--- src/rtl/pm_defs.svh ---
// Register offsets, field positions, reset values and response codes of the power-mode controller.
// Assumes inclusion by its bare name from the package or module that needs it.
`ifndef PM_DEFS_SVH
`define PM_DEFS_SVH
`define PM_OFS_CTRL 4'h0
`define PM_OFS_DIV 4'h4
`define PM_OFS_STAT 4'h8
`define PM_OFS_RTC 4'hc
`define PM_CTRL_W 6
`define PM_FLAG_W 4
`define PM_FLAG_LSB 0
`define PM_STATE_LSB 8
`define PM_DIV_RESET 8'h00
`define PM_RESP_OKAY 2'b00
`define PM_RESP_SLVERR 2'b10
`endif

--- src/rtl/pm_pkg.sv ---
// Types shared by the power-mode controller: states, control word and sticky flags.
// Assumes pm_defs.svh sits on the include path.
`include "pm_defs.svh"
package pm_pkg;
    // Operating state of the CPU clock domain.
    typedef enum logic [1:0] {ST_RUN, ST_IDLE, ST_PDOWN, ST_WAKE} pm_state_t;
    // Control word; idle_req sits in bit 0.
    typedef struct packed {
        logic monitor_en;
        logic watch_en;
        logic sub_en;
        logic slow_en;
        logic pdown_req;
        logic idle_req;
    } ctrl_t;
    // Sticky cause flags; woke_irq sits in bit 0.
    typedef struct packed {
        logic wdt_reset;
        logic lv_reset;
        logic woke_wdt;
        logic woke_irq;
    } flags_t;
endpackage : pm_pkg

--- src/rtl/mcu_power_mode_control.sv ---
// Power-mode controller: idle, power-down, slow, sub, RTC, watch and monitor modes behind AXI4-Lite.
// Assumes irq_pending comes from the interrupt controller on sys_clk; every other event input is
// asynchronous and is synchronised here. Clock gating cells downstream use the enables driven here.
//
// Register access over AXI4-Lite and the register offsets were left to the implementer.
`timescale 1ns/100ps
`include "pm_defs.svh"
module mcu_power_mode_control
    import pm_pkg::*;
#(
    parameter int WAKE_SRCS = 10
) (
    input wire logic sys_clk,
    input wire logic rstn,
    input wire logic [3:0] s_axi_awaddr,
    input wire logic s_axi_awvalid,
    output logic s_axi_awready,
    input wire logic [31:0] s_axi_wdata,
    input wire logic [3:0] s_axi_wstrb,
    input wire logic s_axi_wvalid,
    output logic s_axi_wready,
    output logic [1:0] s_axi_bresp,
    output logic s_axi_bvalid,
    input wire logic s_axi_bready,
    input wire logic [3:0] s_axi_araddr,
    input wire logic s_axi_arvalid,
    output logic s_axi_arready,
    output logic [31:0] s_axi_rdata,
    output logic [1:0] s_axi_rresp,
    output logic s_axi_rvalid,
    input wire logic s_axi_rready,
    input wire logic irq_pending,
    input wire logic [WAKE_SRCS-1:0] wake_src,
    input wire logic watchdog_counter_ovf,
    input wire logic low_voltage,
    input wire logic lso_clk,
    output logic cpu_clk_en,
    output logic periph_clk_en,
    output logic clk_src_lso,
    output logic retain_hold,
    output logic rtc_clk_en,
    output logic wake_irq_service,
    output logic sys_reset_req
);
    // Two-stage synchronisers for everything arriving from pins or other oscillators.
    logic [WAKE_SRCS+2:0] sync1_q;
    logic [WAKE_SRCS+2:0] sync2_q;
    logic wdt_prev_q;
    logic lso_prev_q;
    always_ff @(posedge sys_clk or negedge rstn) begin
        if (!rstn) begin
            sync1_q <= '0;
            sync2_q <= '0;
            wdt_prev_q <= 1'b0;
            lso_prev_q <= 1'b0;
        end else begin
            sync1_q <= {lso_clk, low_voltage, watchdog_counter_ovf, wake_src};
            sync2_q <= sync1_q;
            wdt_prev_q <= sync2_q[WAKE_SRCS];
            lso_prev_q <= sync2_q[WAKE_SRCS+2];
        end
    end

    // Event decode on the synchronised copies only.
    wire any_wake = |sync2_q[WAKE_SRCS-1:0];
    wire wdt_evt = sync2_q[WAKE_SRCS] && !wdt_prev_q;
    wire low_v = sync2_q[WAKE_SRCS+1];
    wire lso_rise = sync2_q[WAKE_SRCS+2] && !lso_prev_q;

    // Register state.
    ctrl_t ctrl_q;
    logic [7:0] div_q;
    flags_t flags_q;
    logic [31:0] rtc_q;
    pm_state_t state_q;
    pm_state_t state_d;
    logic woke_by_irq_q;

    // Write channel: address and data are taken in either order, answered once both are in.
    logic aw_got_q;
    logic w_got_q;
    logic [3:0] awaddr_q;
    logic [31:0] wdata_q;
    logic [3:0] wstrb_q;
    wire aw_take = s_axi_awvalid && s_axi_awready;
    wire w_take = s_axi_wvalid && s_axi_wready;
    wire wr_fire = aw_got_q && w_got_q && !s_axi_bvalid;
    wire wr_ctrl = wr_fire && (awaddr_q == `PM_OFS_CTRL);
    wire wr_div = wr_fire && (awaddr_q == `PM_OFS_DIV);
    wire wr_stat = wr_fire && (awaddr_q == `PM_OFS_STAT);
    wire wr_mapped = wr_ctrl || wr_div || wr_stat || (awaddr_q == `PM_OFS_RTC);

    // Byte lanes expand into a bit mask, one lane per iteration.
    logic [31:0] wmask;
    for (genvar b = 0; b < 4; b++) begin : g_lane
        assign wmask[b*8 +: 8] = {8{wstrb_q[b]}};
    end
    wire [31:0] wmerge_ctrl = (32'(ctrl_q) & ~wmask) | (wdata_q & wmask);
    wire [31:0] wmerge_div = (32'(div_q) & ~wmask) | (wdata_q & wmask);
    wire [`PM_FLAG_W-1:0] w1c = wdata_q[`PM_FLAG_LSB +: `PM_FLAG_W] & wmask[`PM_FLAG_LSB +: `PM_FLAG_W];

    always_ff @(posedge sys_clk or negedge rstn) begin
        if (!rstn) begin
            s_axi_awready <= 1'b1;
            s_axi_wready <= 1'b1;
            aw_got_q <= 1'b0;
            w_got_q <= 1'b0;
            awaddr_q <= 4'h0;
            wdata_q <= 32'h0;
            wstrb_q <= 4'h0;
            s_axi_bvalid <= 1'b0;
            s_axi_bresp <= `PM_RESP_OKAY;
        end else begin
            if (aw_take) begin
                aw_got_q <= 1'b1;
                awaddr_q <= {s_axi_awaddr[3:2], 2'b00};
                s_axi_awready <= 1'b0;
            end
            if (w_take) begin
                w_got_q <= 1'b1;
                wdata_q <= s_axi_wdata;
                wstrb_q <= s_axi_wstrb;
                s_axi_wready <= 1'b0;
            end
            if (wr_fire) begin
                s_axi_bvalid <= 1'b1;
                s_axi_bresp <= wr_mapped ? `PM_RESP_OKAY : `PM_RESP_SLVERR;
                aw_got_q <= 1'b0;
                w_got_q <= 1'b0;
            end
            if (s_axi_bvalid && s_axi_bready) begin
                s_axi_bvalid <= 1'b0;
                s_axi_awready <= 1'b1;
                s_axi_wready <= 1'b1;
            end
        end
    end

    // Read channel: one read at a time, data registered on the same edge that takes the address.
    wire [31:0] stat_word = (32'(flags_q) << `PM_FLAG_LSB) | (32'(state_q) << `PM_STATE_LSB);
    wire [3:0] raddr = {s_axi_araddr[3:2], 2'b00};
    wire rd_ctrl = raddr == `PM_OFS_CTRL;
    wire rd_div = raddr == `PM_OFS_DIV;
    wire rd_stat = raddr == `PM_OFS_STAT;
    wire rd_rtc = raddr == `PM_OFS_RTC;
    wire [31:0] rd_word = rd_ctrl ? 32'(ctrl_q) :
                          rd_div ? 32'(div_q) :
                          rd_stat ? stat_word :
                          rd_rtc ? rtc_q : 32'h0;
    wire rd_mapped = rd_ctrl || rd_div || rd_stat || rd_rtc;
    always_ff @(posedge sys_clk or negedge rstn) begin
        if (!rstn) begin
            s_axi_arready <= 1'b1;
            s_axi_rvalid <= 1'b0;
            s_axi_rdata <= 32'h0;
            s_axi_rresp <= `PM_RESP_OKAY;
        end else if (s_axi_arvalid && s_axi_arready) begin
            s_axi_arready <= 1'b0;
            s_axi_rvalid <= 1'b1;
            s_axi_rdata <= rd_word;
            s_axi_rresp <= rd_mapped ? `PM_RESP_OKAY : `PM_RESP_SLVERR;
        end else if (s_axi_rvalid && s_axi_rready) begin
            s_axi_rvalid <= 1'b0;
            s_axi_arready <= 1'b1;
        end
    end

    // Detection of very low supply is always on while running; in power-down only in monitor mode.
    wire lv_armed = (state_q != ST_PDOWN) || ctrl_q.monitor_en;
    wire lv_reset = low_v && lv_armed;
    wire low_power = (state_q == ST_IDLE) || (state_q == ST_PDOWN);
    wire wdt_wake = wdt_evt && low_power && ctrl_q.watch_en;
    wire wdt_reset = wdt_evt && !wdt_wake;
    // Idle wakes on any pending interrupt; power-down only on the wake-capable sources.
    wire irq_wake = ((state_q == ST_IDLE) && irq_pending) ||
                    ((state_q == ST_PDOWN) && any_wake);
    wire any_reset = lv_reset || wdt_reset;

    // Mode sequencing. Resets win over wake-ups so an armed low-supply reset is never lost to a wake-up.
    always_comb begin
        state_d = state_q;
        case (state_q)
            ST_RUN: begin
                if (ctrl_q.pdown_req) begin
                    state_d = ST_PDOWN;
                end else if (ctrl_q.idle_req) begin
                    state_d = ST_IDLE;
                end
            end
            ST_IDLE, ST_PDOWN: begin
                if (irq_wake || wdt_wake) begin
                    state_d = ST_WAKE;
                end
            end
            ST_WAKE: state_d = ST_RUN;
            default: state_d = ST_RUN;
        endcase
        if (any_reset) begin
            state_d = ST_RUN;
        end
    end

    // Leaving a low-power mode or any reset request clears the request bits, so the CPU resumes rather than re-enters.
    wire leave_low = (state_d == ST_WAKE) || any_reset;
    always_ff @(posedge sys_clk or negedge rstn) begin
        if (!rstn) begin
            state_q <= ST_RUN;
            ctrl_q <= '0;
            div_q <= `PM_DIV_RESET;
            woke_by_irq_q <= 1'b0;
        end else begin
            state_q <= state_d;
            woke_by_irq_q <= irq_wake;
            if (wr_ctrl) begin
                ctrl_q <= ctrl_t'(wmerge_ctrl[`PM_CTRL_W-1:0]);
            end
            if (leave_low) begin
                ctrl_q.pdown_req <= 1'b0;
                ctrl_q.idle_req <= 1'b0;
            end
            if (any_reset) begin
                ctrl_q <= '0;
                div_q <= `PM_DIV_RESET;
            end else if (wr_div) begin
                div_q <= wmerge_div[7:0];
            end
        end
    end

    // Sticky cause flags; a new event in the clearing cycle keeps its flag set.
    flags_t flag_set;
    assign flag_set = '{wdt_reset: wdt_reset, lv_reset: lv_reset,
                        woke_wdt: wdt_wake, woke_irq: irq_wake};
    always_ff @(posedge sys_clk or negedge rstn) begin
        if (!rstn) begin
            flags_q <= '0;
        end else begin
            flags_q <= (flags_q & ~(wr_stat ? flags_t'(w1c) : flags_t'('0))) | flag_set;
        end
    end

    // Real-time clock counts low-speed oscillator rising edges in every state; reset requests leave it alone.
    always_ff @(posedge sys_clk or negedge rstn) begin
        if (!rstn) begin
            rtc_q <= 32'h0;
        end else if (lso_rise) begin
            rtc_q <= rtc_q + 32'h1;
        end
    end

    // System clock enable: undivided, divided by div_q+1, or paced by the low-speed oscillator.
    // The low-speed source wins over the divider because it is the deeper saving.
    logic [7:0] div_cnt_q;
    wire div_hit = div_cnt_q == div_q;
    wire sys_tick = ctrl_q.sub_en ? lso_rise :
                    ctrl_q.slow_en ? div_hit : 1'b1;
    always_ff @(posedge sys_clk or negedge rstn) begin
        if (!rstn) begin
            div_cnt_q <= 8'h00;
        end else if (!ctrl_q.slow_en || div_hit) begin
            div_cnt_q <= 8'h00;
        end else begin
            div_cnt_q <= div_cnt_q + 8'h01;
        end
    end

    // Clock enables and hold signals to the rest of the MCU, all registered.
    wire cpu_on = (state_d == ST_RUN) || (state_d == ST_WAKE);
    wire periph_on = state_d != ST_PDOWN;
    always_ff @(posedge sys_clk or negedge rstn) begin
        if (!rstn) begin
            cpu_clk_en <= 1'b0;
            periph_clk_en <= 1'b0;
            clk_src_lso <= 1'b0;
            retain_hold <= 1'b0;
            rtc_clk_en <= 1'b0;
            wake_irq_service <= 1'b0;
            sys_reset_req <= 1'b0;
        end else begin
            cpu_clk_en <= cpu_on && sys_tick;
            periph_clk_en <= periph_on && sys_tick;
            clk_src_lso <= ctrl_q.sub_en;
            retain_hold <= state_d == ST_PDOWN;
            rtc_clk_en <= 1'b1;
            wake_irq_service <= (state_q == ST_WAKE) && woke_by_irq_q;
            sys_reset_req <= any_reset;
        end
    end
endmodule : mcu_power_mode_control

--- config.mk ---
export PLATFORM = sky130hd
export DESIGN_NAME = mcu_power_mode_control
export DESIGN_NICKNAME = d
export VERILOG_FILES = /design/src/rtl/pm_pkg.sv /design/src/rtl/mcu_power_mode_control.sv
export VERILOG_INCLUDE_DIRS = /design/src /design/src/rtl
export SDC_FILE = /design/constraint.sdc
export NUM_CORES = 1
export LEC_CHECK = 0
export BUFFER_PORTS_ARGS = -buffer_cell sky130_fd_sc_hd__buf_4
export CAP_MARGIN = 25
export CELL_PAD_IN_SITES_DETAIL_PLACEMENT = 1
export CELL_PAD_IN_SITES_GLOBAL_PLACEMENT = 1
export CORE_MARGIN = 10
export CORE_UTILIZATION = 40
export CTS_BUF_LIST = sky130_fd_sc_hd__clkbuf_16
export CTS_CLUSTER_DIAMETER = 50
export DETAILED_ROUTE_END_ITERATION = 16
export GPL_ROUTABILITY_DRIVEN = 0
export HOLD_SLACK_MARGIN = 0.03
export PLACE_DENSITY = 0.74
export SYNTH_ARGS = -nofsm -noshare
export SYNTH_HDL_FRONTEND = slang
export SYNTH_SLANG_ARGS = --single-unit
--- constraint.sdc ---
create_clock -name sys_clk -period 2.1 [get_ports sys_clk]
set_input_delay 0.105 -clock sys_clk [delete_from_list [all_inputs] [get_ports sys_clk]]
set_output_delay 0.105 -clock sys_clk [all_outputs]
set_load 0.02 [all_outputs]
==> results of run 1 <==
-- through the flow --
stage	util [%]	setup slack (ns)	hold slack, ns	area (um2)	total power (W)
floorplan	-	0.0788	-0.191	5920	0.00388
global placement	46.9	0.111	0.0972	6810	0.00423
detailed placement	46.9	0.0692	0.107	6810	0.00429
CTS	53.3	0.0292	0.0329	7750	0.00748
global route	53.5	-0.0212	0.0782	7780	0.00772
finish	53.5	0.0946	0.0562	7780	0.00739
-- repair_timing --
| item | in CTS | in global routing |
|---|---|---|
| hold endpoints to repair | 89 | 1 |
| endpoints found under the setup margin | 0 | 4 |
| hold buffers | 33 | 1 |
| resized for setup | 0 | 4 |
-- tightest hold or removal path, delay by kind of cell --
kind	cells	cell delay, ns
buf+inv	1	0.17
simple gates	1	0.09
compound gates	1	0.07
-- layer usage --
layer | share of wire [%] | global-route usage, % | up-vias
met3 | 4.1 | 4.17 | 19
li1 | - | - | 1838
met4 | 2.0 | 5.65 | 0
met2 | 52 | 24.8 | 70
met5 | 0 | 0 | -
met1 | 42 | 17.4 | 2039
-- cell families (layout without fill, tap and decap cells) --
group | count (synthesis) | in the layout
AO/OA/AOI/OAI | 53 | 53
XOR/XNOR | 45 | 45
adder cells (fa/ha/maj) | 8 | 8
buffers and inverters | 24 | 170
flip-flops | 148 | 148
multiplexers | 41 | 41
other | 2 | 3
AND/OR/NAND/NOR | 124 | 124
-- flip-flops by register name, summed over array words and instances, names as in the netlist, 2 cells and up --
signal	cells
rtc_q	32
s_axi_rdata	32
sync1_q	13
sync2_q	13
div_cnt_q	8
div_q	8
wdata_q	8
ctrl_q	6
flags_q	4
awaddr_q	2
state_q	2
-- final cells by class --
cell class                 instances  area [um2]
sequential                       148        3710
multi-input combinational        274        2130
inverter                          12        45.0
clock inverter                    15         181
tap                              184         230
timing repair buffer             126        1060
clock buffer                      17         425
fill                            1490        6750
-- report_power, final --
group	internal (W)	switching, W
Clock	0.00187	0.00122
Sequential	0.00315	0.000303
Combinational	0.000457	0.000394
Total	0.00548	0.00192
-- worst min-delay path by stage --
stage	depth (start not counted)	startpoint	slack, ns	end
after CTS	3	s_axi_araddr[3]	0.03	s_axi_rdata[9]
after detailed placement	1	rstn	0.11	wstrb_q[0]
after floorplan	0	rstn	-0.19	aw_got_q
after global placement	1	rstn	0.1	wstrb_q[0]
after global routing	3	s_axi_araddr[3]	0.08	s_axi_rdata[9]
final	3	s_axi_araddr[3]	0.06	s_axi_rdata[9]
-- synth_stat cells, drive strengths merged, types with 8 or more instances --
master | number | area (um2)
dfrtp | 145 | 3630
nand3 | 19 | 100
ha | 8 | 100
nand2 | 23 | 86.3
mux2 | 16 | 180
nand4 | 13 | 96.3
and3 | 12 | 76.3
a22o | 24 | 210
nor2 | 29 | 109
mux2i | 21 | 210
xor2 | 9 | 78.8
o21ai | 14 | 70.1
inv | 12 | 45.0
xnor2 | 36 | 315
==> results.md, run 1 <==
* Status: finished, final reports clean
* Flops & latches, synth at 148
* Critical path fanouts, max at 5
* Vias in the first global route at 4578
* Postcts setup bufs at 0
* P_leak at 3.59 nW
* Core region area at 14500 um2
* Commonest register cell after synthesis: dfrtp_1
* Crit Path Class: reg2reg
* Worst path top cell family by delay: compound AO/OA/AOI/OAI gates
* Slew HR at 60.0%
* DR vias at 3966
* Initial DRC Count at 154
* CTS tree: yes
* Root Buffer: clkbuf_16
* Largest net degree at the start of global routing at 58
* Final nets at 652
* Clock Skew at 0.00511 ns
* Post-synthesis compound-gate area fraction at 6.79%
* DR vias/cell at 5.11
* Netlist cell types at 48
* Critical-path cell list: nor4_4 > nand3_1 > a22o_2 > o41a_1 > ha_1 > o211a_1
* Worst setup EP type: flip-flop
* Simple-gate share of the synthesized area at 12.2%
* XOR/XNOR Fraction of Synth Area at 6.66%
* Reg2Reg Depth at 6
* YS warnings at 0
* Routed len/inst at 17.9 um
* Port Buffers at 79
* Reported max-cap violation count at 0
* Worst-path clk slew at 0.06 ns
* Diodes inserted at 0
* Rows at 44
* Proportion of synthesized area in mux cells at 8.12%
* Post-Syn Area at 5910 um2
* R2R Setup Slk at 0.09 ns
* Post-synthesis area per instance at 13.3 um2
* Area delta synth->final at 31.5%
* Area of the die at 20000 um2
* Final hold violation count at 0
* Max-slew violations at 0
* Type of origin of the critical path: flip-flop
* Tmin final at 2.01 ns
* Setup_tns at 0 ns
* Asr flop ratio synth at 100%
* Critical R2R Launch: sync2_q[5]
* Crit path launch: sync2_q[5]
* First-pass GRT wire length at 23.8 mm
* Min-Delay Path Class: in2reg
* WP data required at 2.41 ns
* Post-synth EDFFs at 0
* Peak VDD IR at 0.000618 V
* Pwr/cell area at 951 nW/um2
* IO Pins at 113
* F_max at 499 MHz
* H-tree levels at 4
* HPWL after DPL at 9.67 mm
* Clk_lat worst skew at 0.42 ns
* Antenna violations before repair at 0
* CP max stage delay at 0.44 ns
* Adder-cell share of the synthesized area at 1.69%
* Final-report setup violation count at 0
* Crit share post-route at 95.5%
* Final WL at 13.9 mm
* Worst-Margin Slew at 0.598 ns
* Placed Cells at 710
* Crit-path slowest cell: o41a_1
* Pre-Repair DR Iteration Count at 4
* GRT Overall Usage at 14.7%
* Clock Path Buffers at 2
* Clock Sinks at 148
* Crit path to: cpu_clk_en
* Final cell count without fillers at 776
* RSZ-0062 raised after global routing: yes
* TritonCTS buffer count at 17
* DRC viols at 0
* Worst r2r dst: cpu_clk_en
* Initial core utilization at 40.7%
* ANT nets after route at 0
* GRT overflow at 0
* Die Wd at 142 um
* Register area share after synthesis at 62.7%
* Buf/Inv on CP at 0
* Die Ht at 142 um
* Largest family of logic cells by synthesized area: simple AND/OR/NAND/NOR gates
* Most frequent cells in the layout: dfrtp_1, buf_4, xnor2_1
* Critical path depth in cells at 6
* Cell count after synthesis at 445
* CP arrival at 2.32 ns
* Most common cell after layout, fill and taps aside: dfrtp_1
* Share of cells above drive strength 1 at 26.9%
Note: power is estimated with default switching activity, not from simulation.
==> inputs of run 2 (changes only) <==
- ABC_AREA: not set -> 1
- CORE_UTILIZATION: 40 -> 38
- PLACE_DENSITY: 0.74 -> 0.75
==> results.md, run 2 <==
* Initial core utilization at 38.9% (-1.8 points)
* Final-report setup violation count at 0 (unchanged)
* Synth top area share at 55.8% (-5.5 points)
* Die Wd at 151 um (+6.5%)
* Wire length on met3 at 799 um (+41%)
* Cell count after synthesis at 748 (+68%)
* Crit share post-route at 99.2% (+3.7 points)
* WL met1 at 7.92 mm (+36%)
* Clock Skew at 0.00927 ns (+0.00417 ns)
* Max-slew violations at 0 (unchanged)
* Clk_lat worst skew at 0.43 ns (about the same)
* HPWL after DPL at 13.4 mm (+38%)
* YS warnings at 0 (unchanged)
* Post-synth EDFFs at 0 (unchanged)
* Met2 wire length at 9.61 mm (+32%)
* Tmin final at 2.08 ns (+0.0787 ns)
* Most common cell after layout, fill and taps aside: nand2_1
* Area contributors post-synth: dfrtp_1, nand2_1, inv_1
* Worst-path clk slew at 0.07 ns (about the same)
* P_leak at 4.03 nW (+12%)
* Clock Sinks at 148 (unchanged)
* DRC viols at 0 (unchanged)
* Rows at 47 (+6.8%)
* Asr flop ratio synth at 100% (unchanged)
* Post-synthesis area per instance at 8.69 um2 (-35%)
* H-tree levels at 4 (unchanged)
* GRT Overall Usage at 17.1% (+2.4 points)
* Buf/Inv on CP at 4 (+4)
* Core region area at 16700 um2 (+15%)
* Clock Path Buffers at 2 (unchanged)
* Worst setup EP type: flip-flop
* Root Buffer: clkbuf_16
* Fin Hold WS at 0.190 ns (+0.133 ns)
* Final nets at 959 (+47%)
* Most frequent cells in the layout: nand2_1, dfrtp_1, buf_4
* DR vias at 5492 (+38%)
* Most used cell along the critical path: inv_1
* Largest net degree at the start of global routing at 55 (-5.2%)
* Largest regs: rtc_q x32, s_axi_rdata x32
* Status: finished, final reports clean
* Pre-Repair DR Iteration Count at 5 (+1)
* CTS tree: yes
* Port Buffers at 79 (unchanged)
* TritonCTS buffer count at 17 (unchanged)
* Final hold violation count at 0 (unchanged)
* GRT overflow at 0 (unchanged)
* IO Pins at 113 (unchanged)
* Register area share after synthesis at 57.0% (-5.7 points)
* DR vias/cell at 4.91 (-4.0%)
* Setup slack after layout at 0.0159 ns (-0.0787 ns)
* First-pass GRT wire length at 30.9 mm (+30%)
* Routed len/inst at 16.8 um (-6.5%)
* Type of origin of the critical path: flip-flop
* Pwr/cell area at 966 nW/um2 (+1.7%)
* Worst-Margin Slew at 0.694 ns (+0.0956 ns)
* WP data required at 2.41 ns (about the same)
* Worst path top cell family by delay: simple AND/OR/NAND/NOR gates
* Commonest register cell after synthesis: dfrtp_1
* Area delta synth->final at 30.1%
* Place WS at -0.117 ns (-0.186 ns)
* ANT nets after route at 0 (unchanged)
* Die Ht at 151 um (+6.5%)
* Commonest cells in the netlist: nand2_1, dfrtp_1, inv_1
* Crit-path slowest cell: dfrtp_1
* Vias in the first global route at 6077 (+33%)
* Final WL at 18.8 mm (+35%)
* Critical-path cell list: inv_1 > nor2_1 > nand3_4 > nand2_2 > nand2_1 > inv_2 > o21ai_1 > inv_1 > nand2_1 > ha_1 > inv_1 > nor2_1
* Peak VDD IR at 0.000617 V (-0.14%)
* Top Layer Used: met4
* FILL cells at 1955 (+31%)
* Flops & latches, synth at 148 (unchanged)
* Most numerous cell in the Yosys netlist: nand2_1
* F_max at 480 MHz (-3.8%)
* Post-Route Utilization at 50.6% (-2.9 points)
* Crit Path Class: reg2reg
* Slew HR at 53.6% (-6.3 points)
* CP max stage delay at 0.36 ns (-0.08 ns)
* Critical path fanouts, max at 4 (-1)
* Initial DRC Count at 247 (+60%)
* Area of the die at 22700 um2 (+13%)
* Antenna violations before repair at 0 (unchanged)
* Min-Delay Path Class: in2reg
* Share of cells above drive strength 1 at 18.7% (-8.2 points)
* Post-Syn Area at 6500 um2 (+9.9%)
* Netlist cell types at 39 (-19%)
* CP arrival at 2.40 ns (+0.08 ns)
* Reported max-cap violation count at 0 (unchanged)
* Diodes inserted at 0 (unchanged)
* Synth area leader: dfrtp_1
-- run 2: changes by cell type in the layout (fill, tap and decap cells not counted), moves of 21 or more --
cell	previous run	this run
xnor2_1	36	2
inv_1	12	88
mux2i_1	21	0
nor2_1	29	61
nand2_1	23	232
o21ai_0	13	46
a22o_1	23	0
-- run 2: cell families after synthesis --
kind of cell	share of synthesized area, %
flip-flops	57.0
adder cells (fa/ha/maj)	1.54
AO/OA/AOI/OAI	7.12
buffers and inverters	6.43
other	0.115
AND/OR/NAND/NOR	24.8
XOR/XNOR	2.96
-- run 2: path summary, 6_finish.rpt --
check | to | from | slack (ns) | cells past startpoint
max in group asynchronous | rtc_q[0] | rstn | 1.23 | 3
worst min register to register | sync2_q[12] | sync1_q[12] | 0.35 | 0
worst max register to register | cpu_clk_en | sync2_q[10] | 0.02 | 12
worst max-delay path | cpu_clk_en | sync2_q[10] | 0.02 | 12
min in group asynchronous | sync2_q[1] | rstn | 0.21 | 2
worst min-delay path | s_axi_rdata[1] | s_axi_araddr[2] | 0.19 | 4
-- run 2: final cells by class --
cell class	count	area, um2	share of cell area (%)
sequential	148	3710	43.8
multi-input combinational	492	2440	28.8
timing repair buffer	132	1100	13.0
clock buffer	17	425	5.03
inverter	95	357	4.22
tap	220	275	3.25
clock inverter	15	155	1.83
-- run 2: worst min-delay path: cells and delay by family --
kind | cells | cell delay [ns]
AOI/OAI and AO/OA | 2 | 0.25
buffers and inverters | 1 | 0.11
and+or+nand+nor | 1 | 0.12
-- run 2: stage by stage --
step / std cells / area, um2 / total power (W) / setup TNS [ns]
3_3_place_gp: 1042 / 7400 / 0.00490 / 0
4_1_cts: 1115 / 8380 / 0.00814 / 0
3_5_place_dp: 1042 / 7400 / 0.00499 / -0.290
2_1_floorplan: 749 / 6510 / 0.00433 / 0
6_report: 1119 / 8460 / 0.00817 / 0
5_1_grt: 1119 / 8460 / 0.00859 / -0.134
-- run 2: metal layers --
metal  GRT usage, %  up-vias
li1               -     2633
met1           20.2     2713
met2           29.5      112
met3           4.27       34
met4           6.21        0
met5              0        -
-- run 2: timing repair --
action                                 CTS  global route
setup buffers                            8             4
endpoints found under the hold margin   83             0
resized for setup                        2            16
pin swaps                                0             3
setup endpoints to repair                3             6
hold buffers                            33             0
-- run 2: where the power goes --
part	internal (W)	total (W)	switching, W
logic	0.000618	0.00163	0.00102
clock network	0.00176	0.00301	0.00125
registers	0.00322	0.00353	0.000312
